File: src/oufh_pkg.sv
package oufh_pkg;

  // command codes of the two settings on the management bus
  localparam logic [7:0] CMD_UV_THRESH = 8'h44;
  localparam logic [7:0] CMD_UV_REACT = 8'h45;

  // field positions inside the reaction byte
  localparam int RESP_HI = 7;
  localparam int RESP_LO = 6;
  localparam int RETRY_HI = 5;
  localparam int RETRY_LO = 3;
  localparam int DLY_HI = 2;
  localparam int DLY_LO = 0;

  // response codes
  localparam logic [1:0] RESP_IGNORE = 2'h0;
  localparam logic [1:0] RESP_DELAY = 2'h1;
  localparam logic [1:0] RESP_DISABLE = 2'h2;
  localparam logic [1:0] RESP_HOLD = 2'h3;

  // retry codes
  localparam logic [2:0] RETRY_NONE = 3'h0;
  localparam logic [2:0] RETRY_FOREVER = 3'h7;

  // values after reset, and the constant one used by the delay timer
  localparam logic [15:0] THRESH_RST = 16'h0000;
  localparam logic [7:0] REACT_RST = 8'h00;
  localparam logic [7:0] UNITS_ONE = 8'h01;

  typedef enum logic [2:0] {
    ST_OFF = 3'b000,
    ST_RUN = 3'b001,
    ST_DLY_RUN = 3'b010,
    ST_HOLD = 3'b011,
    ST_OFF_WAIT = 3'b100,
    ST_RESTART = 3'b101,
    ST_ATTEMPT = 3'b110,
    ST_LATCH = 3'b111
  } oufh_state_e;

endpackage

File: src/oufh_tmr_if.sv
`timescale 1ns/100ps
interface oufh_tmr_if #(
  parameter int UNIT_W = 16
);
  logic start;
  logic [2:0] exp;
  logic [UNIT_W-1:0] unit_len;
  logic done;

  modport ctl (
    output start,
    output exp,
    output unit_len,
    input done
  );

  modport tmr (
    input start,
    input exp,
    input unit_len,
    output done
  );
endinterface

File: src/oufh_timer.sv
`timescale 1ns/100ps
module oufh_timer
  import oufh_pkg::*;
#(
  parameter int UNIT_W = 16
) (
  input wire logic clk,
  input wire logic sys_rst,
  oufh_tmr_if.tmr bus
);

  typedef struct packed {
    logic run;
    logic [UNIT_W-1:0] cnt;
    logic [UNIT_W-1:0] len;
    logic [7:0] units;
    logic [7:0] last;
    logic done;
  } oufh_tmr_s;

  oufh_tmr_s s_ff;
  oufh_tmr_s nxt_s;

  always_comb begin
    nxt_s = s_ff;
    nxt_s.done = 1'b0;
    if (bus.start) begin
      nxt_s.run = 1'b1;
      nxt_s.cnt = '0;
      nxt_s.units = '0;
      // a zero unit length would wrap round to the longest count, so it counts as one cycle
      nxt_s.len = (bus.unit_len == '0) ? UNIT_W'(1) : bus.unit_len;
      nxt_s.last = (UNITS_ONE << bus.exp) - UNITS_ONE;
    end else if (s_ff.run) begin
      if (s_ff.cnt == s_ff.len - UNIT_W'(1)) begin
        nxt_s.cnt = '0;
        if (s_ff.units == s_ff.last) begin
          nxt_s.run = 1'b0;
          nxt_s.done = 1'b1;
        end else begin
          nxt_s.units = s_ff.units + 8'h01;
        end
      end else begin
        nxt_s.cnt = s_ff.cnt + UNIT_W'(1);
      end
    end
  end

  always_ff @(posedge clk or posedge sys_rst) begin
    if (sys_rst) begin
      s_ff <= '0;
    end else begin
      s_ff <= nxt_s;
    end
  end

  assign bus.done = s_ff.done;

endmodule

File: src/oufh_handler.sv
// Function
// - keep the undervoltage threshold as a 16-bit unsigned output-voltage value
// - response 00: keep running undisturbed on the fault
// - response 01: run for the delay, then retry if fault remains
// - response 10: disable output at once, then follow the retry setting
// - response 11: output off while fault lasts, back on when it ends
// - latched fault clears by status clear, clear-faults, reset, or off-then-on
// - retry 000: no restart, output stays off until the fault is cleared
// - retry 001..110: that many restarts, then stay off until cleared
// - restart attempts are spaced by the delay in fault time units
// - retry 111: retry endlessly until commanded off, reset or other fault
// - delay field gives two to the field value time units
// - same delay serves for run-on time and for restart spacing
// - the length of one time unit comes from outside this block
`timescale 1ns/100ps
module oufh_handler
  import oufh_pkg::*;
#(
  parameter int UNIT_W = 16
) (
  input wire logic clk,
  input wire logic sys_rst,
  input wire logic reg_wr,
  input wire logic reg_rd,
  input wire logic [7:0] reg_cmd,
  input wire logic [15:0] reg_wdata,
  output logic [15:0] reg_rdata_ff,
  output logic reg_ack_ff,
  output logic reg_nak_ff,
  input wire logic [15:0] vout_meas,
  input wire logic [UNIT_W-1:0] delay_unit_cycles,
  input wire logic output_on_cmd,
  input wire logic status_clear,
  input wire logic clear_faults,
  input wire logic other_fault,
  output logic output_enable_ff,
  output logic uv_fault_flag_ff,
  output logic uv_below_ff,
  output logic uv_latched_off_ff,
  output logic [2:0] attempt_count_ff
);

  typedef struct packed {
    oufh_state_e st;
    logic [15:0] thresh;
    logic [7:0] react;
    logic oe;
    logic flt;
    logic uv;
    logic latched;
    logic [2:0] used;
    logic on_d;
    logic tstart;
    logic [15:0] rdata;
    logic ack;
    logic nak;
  } oufh_st_s;

  oufh_st_s s_ff;
  oufh_st_s nxt_s;

  oufh_tmr_if #(.UNIT_W(UNIT_W)) tmr_bus ();

  oufh_timer #(
    .UNIT_W(UNIT_W)
  ) u_timer (
    .clk(clk),
    .sys_rst(sys_rst),
    .bus(tmr_bus)
  );

  logic [1:0] resp;
  logic [2:0] retry;
  logic tdone;
  logic on_rise;
  logic clr;

  assign resp = s_ff.react[RESP_HI:RESP_LO];
  assign retry = s_ff.react[RETRY_HI:RETRY_LO];
  // a stale done from an abandoned wait lands before the reload; drop it
  assign tdone = tmr_bus.done && !s_ff.tstart;
  assign on_rise = output_on_cmd && !s_ff.on_d;
  assign clr = status_clear || clear_faults || on_rise;

  assign tmr_bus.start = s_ff.tstart;
  assign tmr_bus.exp = s_ff.react[DLY_HI:DLY_LO];
  assign tmr_bus.unit_len = delay_unit_cycles;

  // shared entry into the retry path
  function automatic oufh_st_s go_retry(input oufh_st_s x,
                                        input logic [2:0] r);
    oufh_st_s y;
    y = x;
    y.oe = 1'b0;
    if (r == RETRY_NONE) begin
      y.st = ST_LATCH;
    end else begin
      y.st = ST_OFF_WAIT;
      y.tstart = 1'b1;
    end
    return y;
  endfunction

  always_comb begin
    nxt_s = s_ff;
    nxt_s.tstart = 1'b0;
    nxt_s.ack = 1'b0;
    nxt_s.nak = 1'b0;
    nxt_s.on_d = output_on_cmd;
    nxt_s.uv = (vout_meas < s_ff.thresh);

    if (reg_wr || reg_rd) begin
      unique case (reg_cmd)
        CMD_UV_THRESH: begin
          nxt_s.ack = 1'b1;
          nxt_s.rdata = s_ff.thresh;
          if (reg_wr) begin
            nxt_s.thresh = reg_wdata;
          end
        end
        CMD_UV_REACT: begin
          nxt_s.ack = 1'b1;
          nxt_s.rdata = {8'h00, s_ff.react};
          if (reg_wr) begin
            nxt_s.react = reg_wdata[7:0];
          end
        end
        default: begin
          nxt_s.nak = 1'b1;
          nxt_s.rdata = 16'h0000;
        end
      endcase
    end

    // sticky status bit; a new detection beats a clear in the same cycle
    if (clr) begin
      nxt_s.flt = 1'b0;
    end
    if (s_ff.uv && s_ff.oe) begin
      nxt_s.flt = 1'b1;
    end

    if (!output_on_cmd) begin
      nxt_s.st = ST_OFF;
      nxt_s.oe = 1'b0;
      nxt_s.used = 3'h0;
    end else if (other_fault) begin
      nxt_s.st = ST_LATCH;
      nxt_s.oe = 1'b0;
    end else begin
      unique case (s_ff.st)
        ST_OFF: begin
          // off then on clears any latched state
          nxt_s.st = ST_RUN;
          nxt_s.oe = 1'b1;
          nxt_s.used = 3'h0;
        end
        ST_RUN: begin
          nxt_s.oe = 1'b1;
          if (s_ff.uv) begin
            unique case (resp)
              RESP_IGNORE: begin
                nxt_s.st = ST_RUN;
              end
              RESP_DELAY: begin
                nxt_s.st = ST_DLY_RUN;
                nxt_s.tstart = 1'b1;
              end
              RESP_DISABLE: begin
                nxt_s = go_retry(nxt_s, retry);
              end
              RESP_HOLD: begin
                nxt_s.st = ST_HOLD;
                nxt_s.oe = 1'b0;
              end
            endcase
          end
        end
        ST_DLY_RUN: begin
          // only the level at the end of the run-on time counts
          if (tdone) begin
            if (s_ff.uv) begin
              nxt_s = go_retry(nxt_s, retry);
            end else begin
              nxt_s.st = ST_RUN;
            end
          end
        end
        ST_HOLD: begin
          // limitation: with the output off, the reading must come back
          // from outside for this state to end
          if (!s_ff.uv) begin
            nxt_s.st = ST_RUN;
            nxt_s.oe = 1'b1;
          end
        end
        ST_OFF_WAIT: begin
          if (tdone) begin
            nxt_s.st = ST_RESTART;
          end
        end
        ST_RESTART: begin
          // one cycle with the output off marks the start of an attempt
          nxt_s.st = ST_ATTEMPT;
          nxt_s.oe = 1'b1;
          nxt_s.tstart = 1'b1;
          if (s_ff.used != RETRY_FOREVER) begin
            nxt_s.used = s_ff.used + 3'h1;
          end
        end
        ST_ATTEMPT: begin
          if (tdone) begin
            if (!s_ff.uv) begin
              nxt_s.st = ST_RUN;
              nxt_s.used = 3'h0;
            end else if (retry == RETRY_FOREVER) begin
              nxt_s.st = ST_RESTART;
              nxt_s.oe = 1'b0;
            end else if (s_ff.used < retry) begin
              nxt_s.st = ST_RESTART;
              nxt_s.oe = 1'b0;
            end else begin
              nxt_s.st = ST_LATCH;
              nxt_s.oe = 1'b0;
            end
          end
        end
        ST_LATCH: begin
          nxt_s.oe = 1'b0;
          if (status_clear || clear_faults) begin
            nxt_s.st = ST_RUN;
            nxt_s.oe = 1'b1;
            nxt_s.used = 3'h0;
          end
        end
      endcase
    end
    nxt_s.latched = (nxt_s.st == ST_LATCH);
  end

  // reset leaves the output off with no fault latched
  always_ff @(posedge clk or posedge sys_rst) begin
    if (sys_rst) begin
      s_ff <= '{st: ST_OFF, thresh: THRESH_RST, react: REACT_RST,
                default: '0};
    end else begin
      s_ff <= nxt_s;
    end
  end

  assign reg_rdata_ff = s_ff.rdata;
  assign reg_ack_ff = s_ff.ack;
  assign reg_nak_ff = s_ff.nak;
  assign output_enable_ff = s_ff.oe;
  assign uv_fault_flag_ff = s_ff.flt;
  assign uv_below_ff = s_ff.uv;
  assign uv_latched_off_ff = s_ff.latched;
  assign attempt_count_ff = s_ff.used;

endmodule

File: config.mk
export PLATFORM = sky130hd
export DESIGN_NAME = oufh_handler
export DESIGN_NICKNAME = d
export VERILOG_FILES = /design/src/oufh_pkg.sv /design/src/oufh_tmr_if.sv /design/src/oufh_timer.sv /design/src/oufh_handler.sv
export SDC_FILE = /design/constraint.sdc
export NUM_CORES = 1
export LEC_CHECK = 0
export BUFFER_PORTS_ARGS = -buffer_cell sky130_fd_sc_hd__buf_4
export CAP_MARGIN = 20
export CELL_PAD_IN_SITES_DETAIL_PLACEMENT = 2
export CELL_PAD_IN_SITES_GLOBAL_PLACEMENT = 2
export CORE_MARGIN = 2
export CORE_UTILIZATION = 38
export CTS_BUF_LIST = sky130_fd_sc_hd__clkbuf_4 sky130_fd_sc_hd__clkbuf_8
export CTS_CLUSTER_DIAMETER = 120
export DETAILED_ROUTE_END_ITERATION = 7
export HOLD_SLACK_MARGIN = 0.05
export PLACE_DENSITY_LB_ADDON = 0.05
export SLEW_MARGIN = 20
export SYNTH_ARGS = -nofsm -noshare
export SYNTH_HDL_FRONTEND = slang
export SYNTH_HIERARCHICAL = 1
export SYNTH_SLANG_ARGS = --single-unit
File: constraint.sdc
create_clock -name clk -period 3.3 [get_ports clk]
set_input_delay 0.66 -clock clk [delete_from_list [all_inputs] [get_ports clk]]
set_output_delay 0.66 -clock clk [all_outputs]
set_load 0.005 [all_outputs]
==> results of run 1 <==
-- flip-flops by register name (all words and copies together), names as in the netlist --
register           cells
u_timer/s_ff          49
s_ff                  23
reg_rdata_ff          16
attempt_count_ff       3
retry                  3
resp                   2
output_enable_ff       1
reg_ack_ff             1
reg_nak_ff             1
tmr_bus.start          1
u_timer/bus.done       1
uv_below_ff            1
uv_fault_flag_ff       1
uv_latched_off_ff      1
-- placed cells by master, fill, tap and decap left out, types with 3 or more instances in the layout --
| master | n |
|---|---|
| a31oi_1 | 15 |
| mux2_4 | 10 |
| nand4_1 | 12 |
| inv_1 | 36 |
| mux2i_1 | 17 |
| nand2_1 | 52 |
| a21oi_1 | 21 |
| a32o_1 | 3 |
| nor2b_1 | 8 |
| o21a_1 | 3 |
| dfrtp_1 | 104 |
| and2_1 | 3 |
| nand3_1 | 22 |
| mux2_2 | 27 |
| o31a_1 | 3 |
| buf_4 | 97 |
| o311ai_1 | 7 |
| a211o_1 | 3 |
| xor2_1 | 11 |
| nor3b_1 | 5 |
| nand2b_1 | 9 |
| o31ai_1 | 6 |
| nor3_1 | 9 |
| a22o_1 | 8 |
| nor2_1 | 35 |
| xnor2_1 | 14 |
| o22ai_1 | 4 |
| ha_1 | 27 |
| or4_1 | 8 |
| or3_1 | 6 |
| a21o_1 | 3 |
| o21ai_0 | 26 |
| and3_1 | 4 |
| clkbuf_8 | 12 |
| o2111ai_1 | 3 |
| or2_2 | 3 |
| nor4_1 | 6 |
-- what timing repair did --
action / CTS / global route
setup endpoints to repair: 0 / 4
setup buffers: 0 / 0
endpoints found under the hold margin: 0 / 0
gates resized for setup: 0 / 1
-- worst paths after layout --
check / start / end / slack, ns / depth (start not counted)
max: u_timer/s_ff[17]$_DFFE_PP0P_ / u_timer/s_ff[14]$_DFFE_PP0P_ / 0.26 / 9
min: sys_rst / reg_rdata_ff[12]$_DFFE_PP0N_ / 0.27 / 2
max reg2reg: u_timer/s_ff[17]$_DFFE_PP0P_ / u_timer/s_ff[14]$_DFFE_PP0P_ / 0.26 / 9
min reg2reg: reg_rdata_ff[0]$_DFFE_PP0N_ / reg_rdata_ff[0]$_DFFE_PP0N_ / 0.50 / 2
max in group asynchronous: sys_rst / s_ff[53]$_DFF_PP0_ / 2.37 / 3
min in group clk: output_on_cmd / s_ff[19]$_DFF_PP0_ / 0.47 / 1
-- logic make-up (layout without fill, tap and decap cells) --
family          after synthesis  in the layout  synth area share, %
compound gates              125            125                 14.2
xor+xnor                     26             26                 3.91
fa+ha+maj                    27             27                 5.46
buf+inv                      83            151                 6.62
flops                       104            104                 42.1
mux                          54             54                 10.1
simple gates                197            197                 17.6
-- routing by layer --
layer | GRT usage [%] | share of wire (%)
met5 | 0 | 0
met4 | 9.30 | 2.9
met3 | 2.85 | 2.2
met2 | 40.8 | 53
met1 | 25.2 | 41
-- report_power, final --
group | total (mW) | internal (mW) | switching (mW) | leakage [nW]
logic | 0.874 | 0.395 | 0.479 | 1.72
registers | 1.61 | 1.41 | 0.202 | 1.37
clock network | 0.798 | 0.342 | 0.456 | 0.0989
total | 3.28 | 2.14 | 1.14 | 3.19
-- final cells by class --
type                            count  area [sq um]  share of cell area [%]
Timing Repair Buffer               98           748                    10.5
Clock buffer                       13           173                    2.42
Inverter                           38           143                    2.00
Sequential cell                   104          2600                    36.5
Tap cell                          216           270                    3.79
Clock inverter                      2          13.8                   0.193
Multi-Input combinational cell    429          3180                    44.6
-- per-stage QoR --
stage | hold WS (ns) | cells | utilization, % | setup WS (ns)
floorplan | 0.451 | 616 | - | 0.748
finish | 0.267 | 900 | 44.9 | 0.262
CTS | 0.261 | 900 | 44.8 | 0.183
global placement | 0.464 | 884 | 43.5 | 0.351
global route | 0.284 | 900 | 44.9 | 0.0541
detailed placement | 0.485 | 885 | 43.7 | 0.248
-- worst max-delay path, delay by kind of cell (launching register included) --
family / cells / cell delay [ns]
flip-flops: 1 / 0.43
buffers and inverters: 1 / 0.08
AO/OA/AOI/OAI: 4 / 1.01
AND/OR/NAND/NOR: 3 / 1.22
adder cells (fa/ha/maj): 1 / 0.22
==> qor.txt, run 1 <==
Overall routing resource usage: 21.9%
Leak: 3.19 nW
Worst VDD drop: 298 uV
Worst Path Arrival: 3.35 ns
DP Area: 0.00694 sq mm
Min Tclk post-route: 3.04 ns
Yosys reg bits: 104
Syn Nets: 707
Hold buffers post-CTS: 0
Worst-Skew Late Latency: 0.39 ns
Clock Root Buffer: clkbuf_8
Synth top cells by count: dfrtp_1, nand2_1, inv_1, nor2_1
PD cells: 460 mW/mm^2
Avg Cell Area, Syn: 10.0 sq um
Synth cell types: 69
Pins Over Slew Limit: 0
Fin crit share: 92.1%
Ports: 89
CP peak stage delay: 0.59 ns
Fin. Hold Viols: 0
CTS tree: built
Clk slew on worst S/H paths: 0.10 ns
Status: finished clean
WL/cell: 20.3 um
Design Power: 3.28 mW
Final nets: 771
Max-cap check violation count: 0
Initial antenna violation count: 0
# H-tree levels: 3
Detail Placement HPWL: 13.8 mm
Critical Path, Cell by Cell: inv_1, ha_1, nor3b_1, and2_1, o311ai_1, a21oi_1, o2111ai_4, or4_1, a21oi_1
Count leader, synth: dfrtp_1
First-pass GRT wire length: 30.1 mm
Via-to-Cell Ratio: 5.57
Core Region: 0.0159 sq mm
Area contributors post-synth: dfrtp_1, ha_1, mux2_2, nand2_1, mux2i_1
Initial core utilization: 38.9%
Post-route ant nets: 0
Startpoint types: flip-flop
Clk buf depth: 2
# port buffers: 88
Max Fanout on Critical Path: 15
Die Span X: 132 um
Cell Rows: 46
Top_reg_cell synth: dfrtp_1
DRC viols: 0
Post-synth top area share: 42.1%
Max Fclk: 329 MHz
Slew HR: 53.4%
Ratio of cells with drive above 1 in the final layout: 24.6%
First drt pass iteration count: 4
Setup TNS: 0 ns
Part of the Yosys area used for sequential elements: 42.1%
DR iter-0 viols: 124
DIE HEIGHT: 132 um
Routed WL: 18.3 mm
RSZ-0062 raised after global routing: false
Most common cell on crit path: a21oi_1
Critical Path Slowest Stage Cell: or4_1
Via Count: 5011
Worst-margin pin slew: 0.695 ns
Synth warn: 6
Mapped Area: 0.00618 sq mm
Antenna cells: 0
Fillers: 1739
Post-synth EDFFs: 0
Final Setup Violations: 0
CTS buffer count: 9
Largest net degree at the start of global routing: 42
Gr ovfl total: 0
Crit. End Element: flip-flop
Layout area overhead: 15.4%
Vias in the first global route: 5569
Async SR Flop Fraction: 100%
CTS Sinks: 104
Worst min path class: in -> async
Post-Synthesis Cells: 616
Gpl congestion: 0.803
Die area: 0.0173 sq mm
Largest area contributor in the netlist: dfrtp_1
Setup CP Type: reg -> reg
Final instance area: 0.00713 sq mm
Skew final: 0.00717 ns
Worst path required time: 3.61 ns
Note: power is estimated with default switching activity, not from simulation.
==> run 2: changes to the inputs <==
PLACE_DENSITY = 0.89   (was unset)
PLACE_DENSITY_LB_ADDON = unset   (was 0.05)
==> run 2 against run 1 <==
Sequential power about the same. First-iteration DRC count up 69%. Final area about the same. Core utilization about the same.
==> qor.txt, run 2 (synthesized netlist as in run 1, its figures left out) <==
Final nets: 767 (was 771)
Cell Rows: 46 (unchanged)
Max Fanout on Critical Path: 15 (unchanged)
RSZ-0062 raised after global routing: false (unchanged)
Fin. Hold Viols: 0 (unchanged)
Setup CP Type: reg -> reg (unchanged)
Skew final: 0.0161 ns (was 0.00717 ns)
Pins Over Slew Limit: 0 (unchanged)
Die Span X: 132 um (unchanged)
CTS Sinks: 104 (unchanged)
Max FFs per register: 49 (unchanged)
# H-tree levels: 3 (unchanged)
Max Fclk: 332 MHz (was 329 MHz)
Final setup margin: 0.288 ns (was 0.262 ns)
Ratio of cells with drive above 1 in the final layout: 24.4% (was 24.6%)
Worst-margin pin slew: 0.900 ns (was 0.695 ns)
Clk buf depth: 2 (unchanged)
Leak: 3.18 nW (was 3.19 nW)
Final non-filler cell total: 897 (was 900)
CTS buffer count: 9 (unchanged)
Max-cap check violation count: 0 (unchanged)
Core Region: 0.0159 sq mm (unchanged)
DR iter-0 viols: 209 (was 124)
Vias in the first global route: 5932 (was 5569)
Worst-Skew Late Latency: 0.40 ns (was 0.39 ns)
Antenna cells: 0 (unchanged)
Worst path required time: 3.62 ns (was 3.61 ns)
Overall routing resource usage: 24.0% (was 21.9%)
Min Tclk post-route: 3.01 ns (was 3.04 ns)
Worst VDD drop: 249 uV (was 298 uV)
Status: finished clean (unchanged)
Setup TNS: 0 ns (unchanged)
Largest Register: u_timer/s_ff (unchanged)
Largest net degree at the start of global routing: 51 (was 42)
WL/cell: 22.0 um (was 20.3 um)
Fin crit share: 91.3% (was 92.1%)
Routed WL: 19.7 mm (was 18.3 mm)
Placed Cells: 881 (was 885)
Most frequent cells in the layout: dfrtp_1, buf_4, nand2_1, inv_1, nor2_1 (unchanged)
Commonest non-fill, non-tap cell in the layout: dfrtp_1 (unchanged)
Gpl congestion: 0.839 (was 0.803)
Worst Path Arrival: 3.33 ns (was 3.35 ns)
Initial antenna violation count: 0 (unchanged)
Slew HR: 39.9% (was 53.4%)
Die area: 0.0173 sq mm (unchanged)
Worst min path class: in -> async (unchanged)
DIE HEIGHT: 132 um (unchanged)
Clock Root Buffer: clkbuf_8 (unchanged)
Clk slew on worst S/H paths: 0.11 ns (was 0.10 ns)
Dpl ws: 0.204 ns (was 0.248 ns)
DRC viols: 0 (unchanged)
Via Count: 5047 (was 5011)
First-pass GRT wire length: 32.8 mm (was 30.1 mm)
Hold buffers post-CTS: 0 (unchanged)
CTS tree: built (unchanged)
# port buffers: 88 (unchanged)
Crit. End Element: flip-flop (unchanged)
Initial core utilization: 38.9% (unchanged)
Design Power: 3.45 mW (was 3.28 mW)
Final Setup Violations: 0 (unchanged)
Gr ovfl total: 0 (unchanged)
Fin Hold WS: 0.371 ns (was 0.267 ns)
Ports: 89 (unchanged)
Layout area overhead: 15.4% (about the same)
Detail Placement HPWL: 14.6 mm (was 13.8 mm)
Via-to-Cell Ratio: 5.63 (was 5.57)
PD cells: 483 mW/mm^2 (was 460 mW/mm^2)
Startpoint types: flip-flop (unchanged)
Post-route ant nets: 0 (unchanged)
First drt pass iteration count: 4 (unchanged)
run 2: cell count changes in the layout (fill, tap and decap cells not counted):
cell | previous run | this run
clkinv_4 | 1 | 0
clkinv_2 | 1 | 2
clkbuf_8 | 12 | 10
buf_4 | 97 | 94
a21oi_1 | 21 | 20
bufinv_16 | 0 | 2
buf_12 | 1 | 0
inv_2 | 2 | 1
clkinvlp_4 | 0 | 2
a21oi_2 | 0 | 1
run 2: final timing paths:
path | start | endpoint | slack (ns) | cells after the start
hold reg to reg | reg_rdata_ff[15]$_DFFE_PP0N_ | reg_rdata_ff[15]$_DFFE_PP0N_ | 0.53 | 1
min in group clk | output_on_cmd | s_ff[19]$_DFF_PP0_ | 0.45 | 1
hold / removal | sys_rst | reg_rdata_ff[11]$_DFFE_PP0N_ | 0.37 | 2
setup / recovery | u_timer/s_ff[28]$_DFFE_PP0P_ | u_timer/s_ff[16]$_DFFE_PP0P_ | 0.29 | 7
setup reg to reg | u_timer/s_ff[28]$_DFFE_PP0P_ | u_timer/s_ff[16]$_DFFE_PP0P_ | 0.29 | 7
max in group asynchronous | sys_rst | uv_latched_off_ff$_DFF_PP0_ | 2.11 | 3
run 2: area by class of cell:
type	count	area (sq um)
Multi-Input combinational cell	429	3190
Sequential cell	104	2600
Tap cell	216	270
Inverter	38	144
Timing Repair Buffer	94	706
Clock inverter	5	80.1
Clock buffer	11	145
Fill cell	1698	8750
run 2: what timing repair did:
item / 4_1_cts / 5_1_grt
setup buffers: 0 / 0
resized for setup: 0 / 2
endpoints found under the setup margin: 0 / 5
run 2: worst max-delay path, stage by stage, from the launching register on:
cell and delay (ns):
dfrtp_1 0.48, nor4_1 0.53, nand4_1 0.18, xnor2_1 0.17, nor4_2 0.47, o2111ai_4 0.33, or4_1 0.59, a21oi_1 0.19
run 2: through the flow:
step	utilization [%]	area, sq um
floorplan	-	6180
global placement	43.4	6890
detailed placement	43.4	6890
CTS	44.8	7120
global route	44.9	7130
finish	44.9	7130
run 2: power breakdown:
part / total (mW) / leakage, nW / switching, mW / internal [mW]
clock: 0.930 / 0.109 / 0.475 / 0.456
combinational: 0.897 / 1.69 / 0.507 / 0.390
sequential: 1.62 / 1.37 / 0.212 / 1.41
run 2: routing by layer:
metal | global-route usage [%] | part of all wire (%) | vias up
met4 | 8.33 | 2.6 | 0
li1 | - | - | 2322
met2 | 46.0 | 55 | 96
met3 | 4.13 | 2.7 | 31
met1 | 26.4 | 39 | 2598
met5 | 0 | 0 | -
==> run 3: changes to the inputs <==
BUFFER_PORTS_ARGS = unset   (was -buffer_cell sky130_fd_sc_hd__buf_4)
CORE_UTILIZATION = 42   (was 38)
DONT_BUFFER_PORTS = 1   (was unset)
PLACE_DENSITY = 0.87   (was 0.89)
==> run 3 against run 2 <==
Register-to-register slack got worse by 0.03 ns. Via count is 5.9% lower. Largest power group unchanged. Critical path type unchanged. Clock power down 1%.
==> qor.txt, run 3 (synthesized netlist as in run 1, its figures left out) <==
Status: finished clean (unchanged)
Worst-Skew Late Latency: 0.39 ns (was 0.40 ns)
Clock Power Share: 27.4% (was 27.0%)
DIE HEIGHT: 125 um (was 132 um)
DR iter-0 viols: 232 (was 209)
RR Startpoint: u_timer/s_ff[24]$_DFFE_PP0P_ (was u_timer/s_ff[28]$_DFFE_PP0P_)
Worst VDD drop: 273 uV (was 249 uV)
Leak: 2.75 nW (was 3.18 nW)
Initial core utilization: 42.7% (was 38.9%)
Worst-margin pin slew: 0.928 ns (was 0.900 ns)
Commonest non-fill, non-tap cell in the layout: dfrtp_1 (unchanged)
Setup TNS: 0 ns (unchanged)
# port buffers: 0 (was 88)
Setup repair bufs after CTS: 0 (unchanged)
Largest Register: u_timer/s_ff (unchanged)
Initial antenna violation count: 0 (unchanged)
First drt pass iteration count: 4 (unchanged)
Fillers: 1529 (was 1698)
Largest net degree at the start of global routing: 51 (unchanged)
Hold path cells: 0
Clk buf depth: 2 (unchanged)
Max FFs per register: 49 (unchanged)
Crit. End Element: flip-flop (unchanged)
Antenna cells: 0 (unchanged)
Hold path start: output_on_cmd
Critical Path, Cell by Cell: nor4_1, nand4_1, xnor2_1, nor4_2, o2111ai_4, or4_1, a21oi_1 (unchanged)
Slew HR: 38.0% (was 39.9%)
First-pass GRT wire length: 29.6 mm (was 32.8 mm)
Die area: 0.0157 sq mm (was 0.0173 sq mm)
Max-cap check violation count: 0 (unchanged)
Worst min path class: in -> reg (was in -> async)
Max Fclk: 329 MHz (was 332 MHz)
CTS buffer count: 9 (unchanged)
CTS tree: built (unchanged)
Sw Ratio: 34.7% (was 34.6%)
Flop pwr share: 48.6% (was 47.0%)
Detail Placement HPWL: 13.7 mm (was 14.6 mm)
CTS Sinks: 104 (unchanged)
CP delay by family, top: simple AND/OR/NAND/NOR gates (unchanged)
Hold Path End: s_ff[19]$_DFF_PP0_
# H-tree levels: 3 (unchanged)
Setup CP Type: reg -> reg (unchanged)
PD cells: 521 mW/mm^2 (was 483 mW/mm^2)
Max Fanout on Critical Path: 15 (unchanged)
RSZ-0062 raised after global routing: false (unchanged)
CTS resizes: 0 (unchanged)
R2R depth: 7 (unchanged)
Vias in the first global route: 5373 (was 5932)
P_int: 2.19 mW (was 2.25 mW)
Worst Path Arrival: 3.36 ns (was 3.33 ns)
Layout area overhead: 3.97% (was 15.4%)
Ratio of cells with drive above 1 in the final layout: 13.0% (was 24.4%)
WL/cell: 23.5 um (was 22.0 um)
Clock Root Buffer: clkbuf_8 (unchanged)
DRC viols: 0 (unchanged)
Sequential cell area: 0.00260 sq mm (unchanged)
FF-to-FF setup slack: 0.26 ns (was 0.29 ns)
Hold buffers post-CTS: 0 (unchanged)
Clk slew on worst S/H paths: 0.10 ns (was 0.11 ns)
Cell Rows: 44 (was 46)
Min Tclk post-route: 3.04 ns (was 3.01 ns)
Post-route ant nets: 0 (unchanged)
Skew final: 0.0112 ns (was 0.0161 ns)
Critical Path Start: u_timer/s_ff[24]$_DFFE_PP0P_ (was u_timer/s_ff[28]$_DFFE_PP0P_)
Final Setup Violations: 0 (unchanged)
Critical Path Slowest Stage Cell: or4_1 (unchanged)
Final nets: 679 (was 767)
RR Endpoint: u_timer/s_ff[12]$_DFFE_PP0P_ (was u_timer/s_ff[16]$_DFFE_PP0P_)
Gpl congestion: 0.810 (was 0.839)
Psw: 1.16 mW (was 1.19 mW)
Die Span X: 125 um (was 132 um)
CP peak stage delay: 0.60 ns (was 0.59 ns)
Fin. Hold Viols: 0 (unchanged)
Final non-filler cell total: 777 (was 897)
Ports: 89 (unchanged)
Core Region: 0.0145 sq mm (was 0.0159 sq mm)
Gr ovfl total: 0 (unchanged)
Via Count: 4751 (was 5047)
Via-to-Cell Ratio: 6.11 (was 5.63)
Placed Cells: 761 (was 881)
Overall routing resource usage: 23.8% (was 24.0%)
Design Power: 3.35 mW (was 3.45 mW)
Logic pwr share: 24.1% (was 26.0%)
Worst path required time: 3.62 ns (about the same)
Worst path buffer plus inverter count: 0 (unchanged)
Fin crit share: 92.1% (was 91.3%)
Most frequent cells in the layout: dfrtp_1, nand2_1, inv_1, nor2_1 (was dfrtp_1, buf_4, nand2_1, inv_1, nor2_1)
Startpoint types: flip-flop (unchanged)
Routed WL: 18.2 mm (was 19.7 mm)
Pins Over Slew Limit: 0 (unchanged)
Multi-input logic area: 0.00319 sq mm (about the same)
-- run 3: power groups by stage --
stage                     registers (mW)  logic [mW]  clock network [mW]
after CTS                           1.62       0.800               0.936
after detailed placement            1.65       0.794                   0
final                               1.63       0.806               0.917
after global routing                1.66       0.892               0.982
after floorplan                     1.56       0.628                   0
after global placement              1.62       0.718                   0
-- run 3: final cells by class --
class                           count  area share (%)
Clock buffer                       11            2.16
Tap cell                          184            3.58
Clock inverter                      5            1.23
Timing Repair Buffer                6           0.701
Inverter                           38            2.24
Multi-Input combinational cell    429            49.6
Sequential cell                   104            40.5
-- run 3: per-stage QoR --
step | area, sq um | setup WS, ns | utilization [%] | hold slack (ns)
5_1_grt | 6430 | 0.00219 | 44.4 | 0.272
3_3_place_gp | 6190 | 0.417 | 42.8 | 0.494
4_1_cts | 6410 | 0.186 | 44.3 | 0.271
6_report | 6430 | 0.262 | 44.4 | 0.288
2_1_floorplan | 6180 | 0.748 | - | 0.451
3_5_place_dp | 6190 | 0.227 | 42.8 | 0.519
-- run 3: how the worst max path moves through the flow --
| stage | end | slack (ns) | cells past startpoint |
|---|---|---|---|
| after floorplan | u_timer/s_ff[9]$_DFFE_PP0P_ | 0.75 | 9 |
| after global placement | u_timer/s_ff[16]$_DFFE_PP0P_ | 0.42 | 7 |
| after detailed placement | u_timer/s_ff[16]$_DFFE_PP0P_ | 0.23 | 7 |
| after CTS | u_timer/s_ff[16]$_DFFE_PP0P_ | 0.19 | 7 |
| after global routing | u_timer/s_ff[16]$_DFFE_PP0P_ | 0.002 | 9 |
| final | u_timer/s_ff[12]$_DFFE_PP0P_ | 0.26 | 7 |
-- run 3: layer usage --
metal | wire [um] | vias to the layer above | GRT usage [%]
met1 | 7640 | 2457 | 29.0
met4 | 365 | 0 | 7.71
met3 | 769 | 26 | 4.41
li1 | - | 2155 | -
met2 | 9460 | 113 | 42.5
met5 | 0 | - | 0
-- run 3: worst reg2reg max path: stages (launching register included) --
cell       delay [ns]
dfrtp_1          0.45
nor4_1           0.51
nand4_1          0.18
xnor2_1          0.20
nor4_2           0.51
o2111ai_4        0.34
or4_1            0.60
a21oi_1          0.17
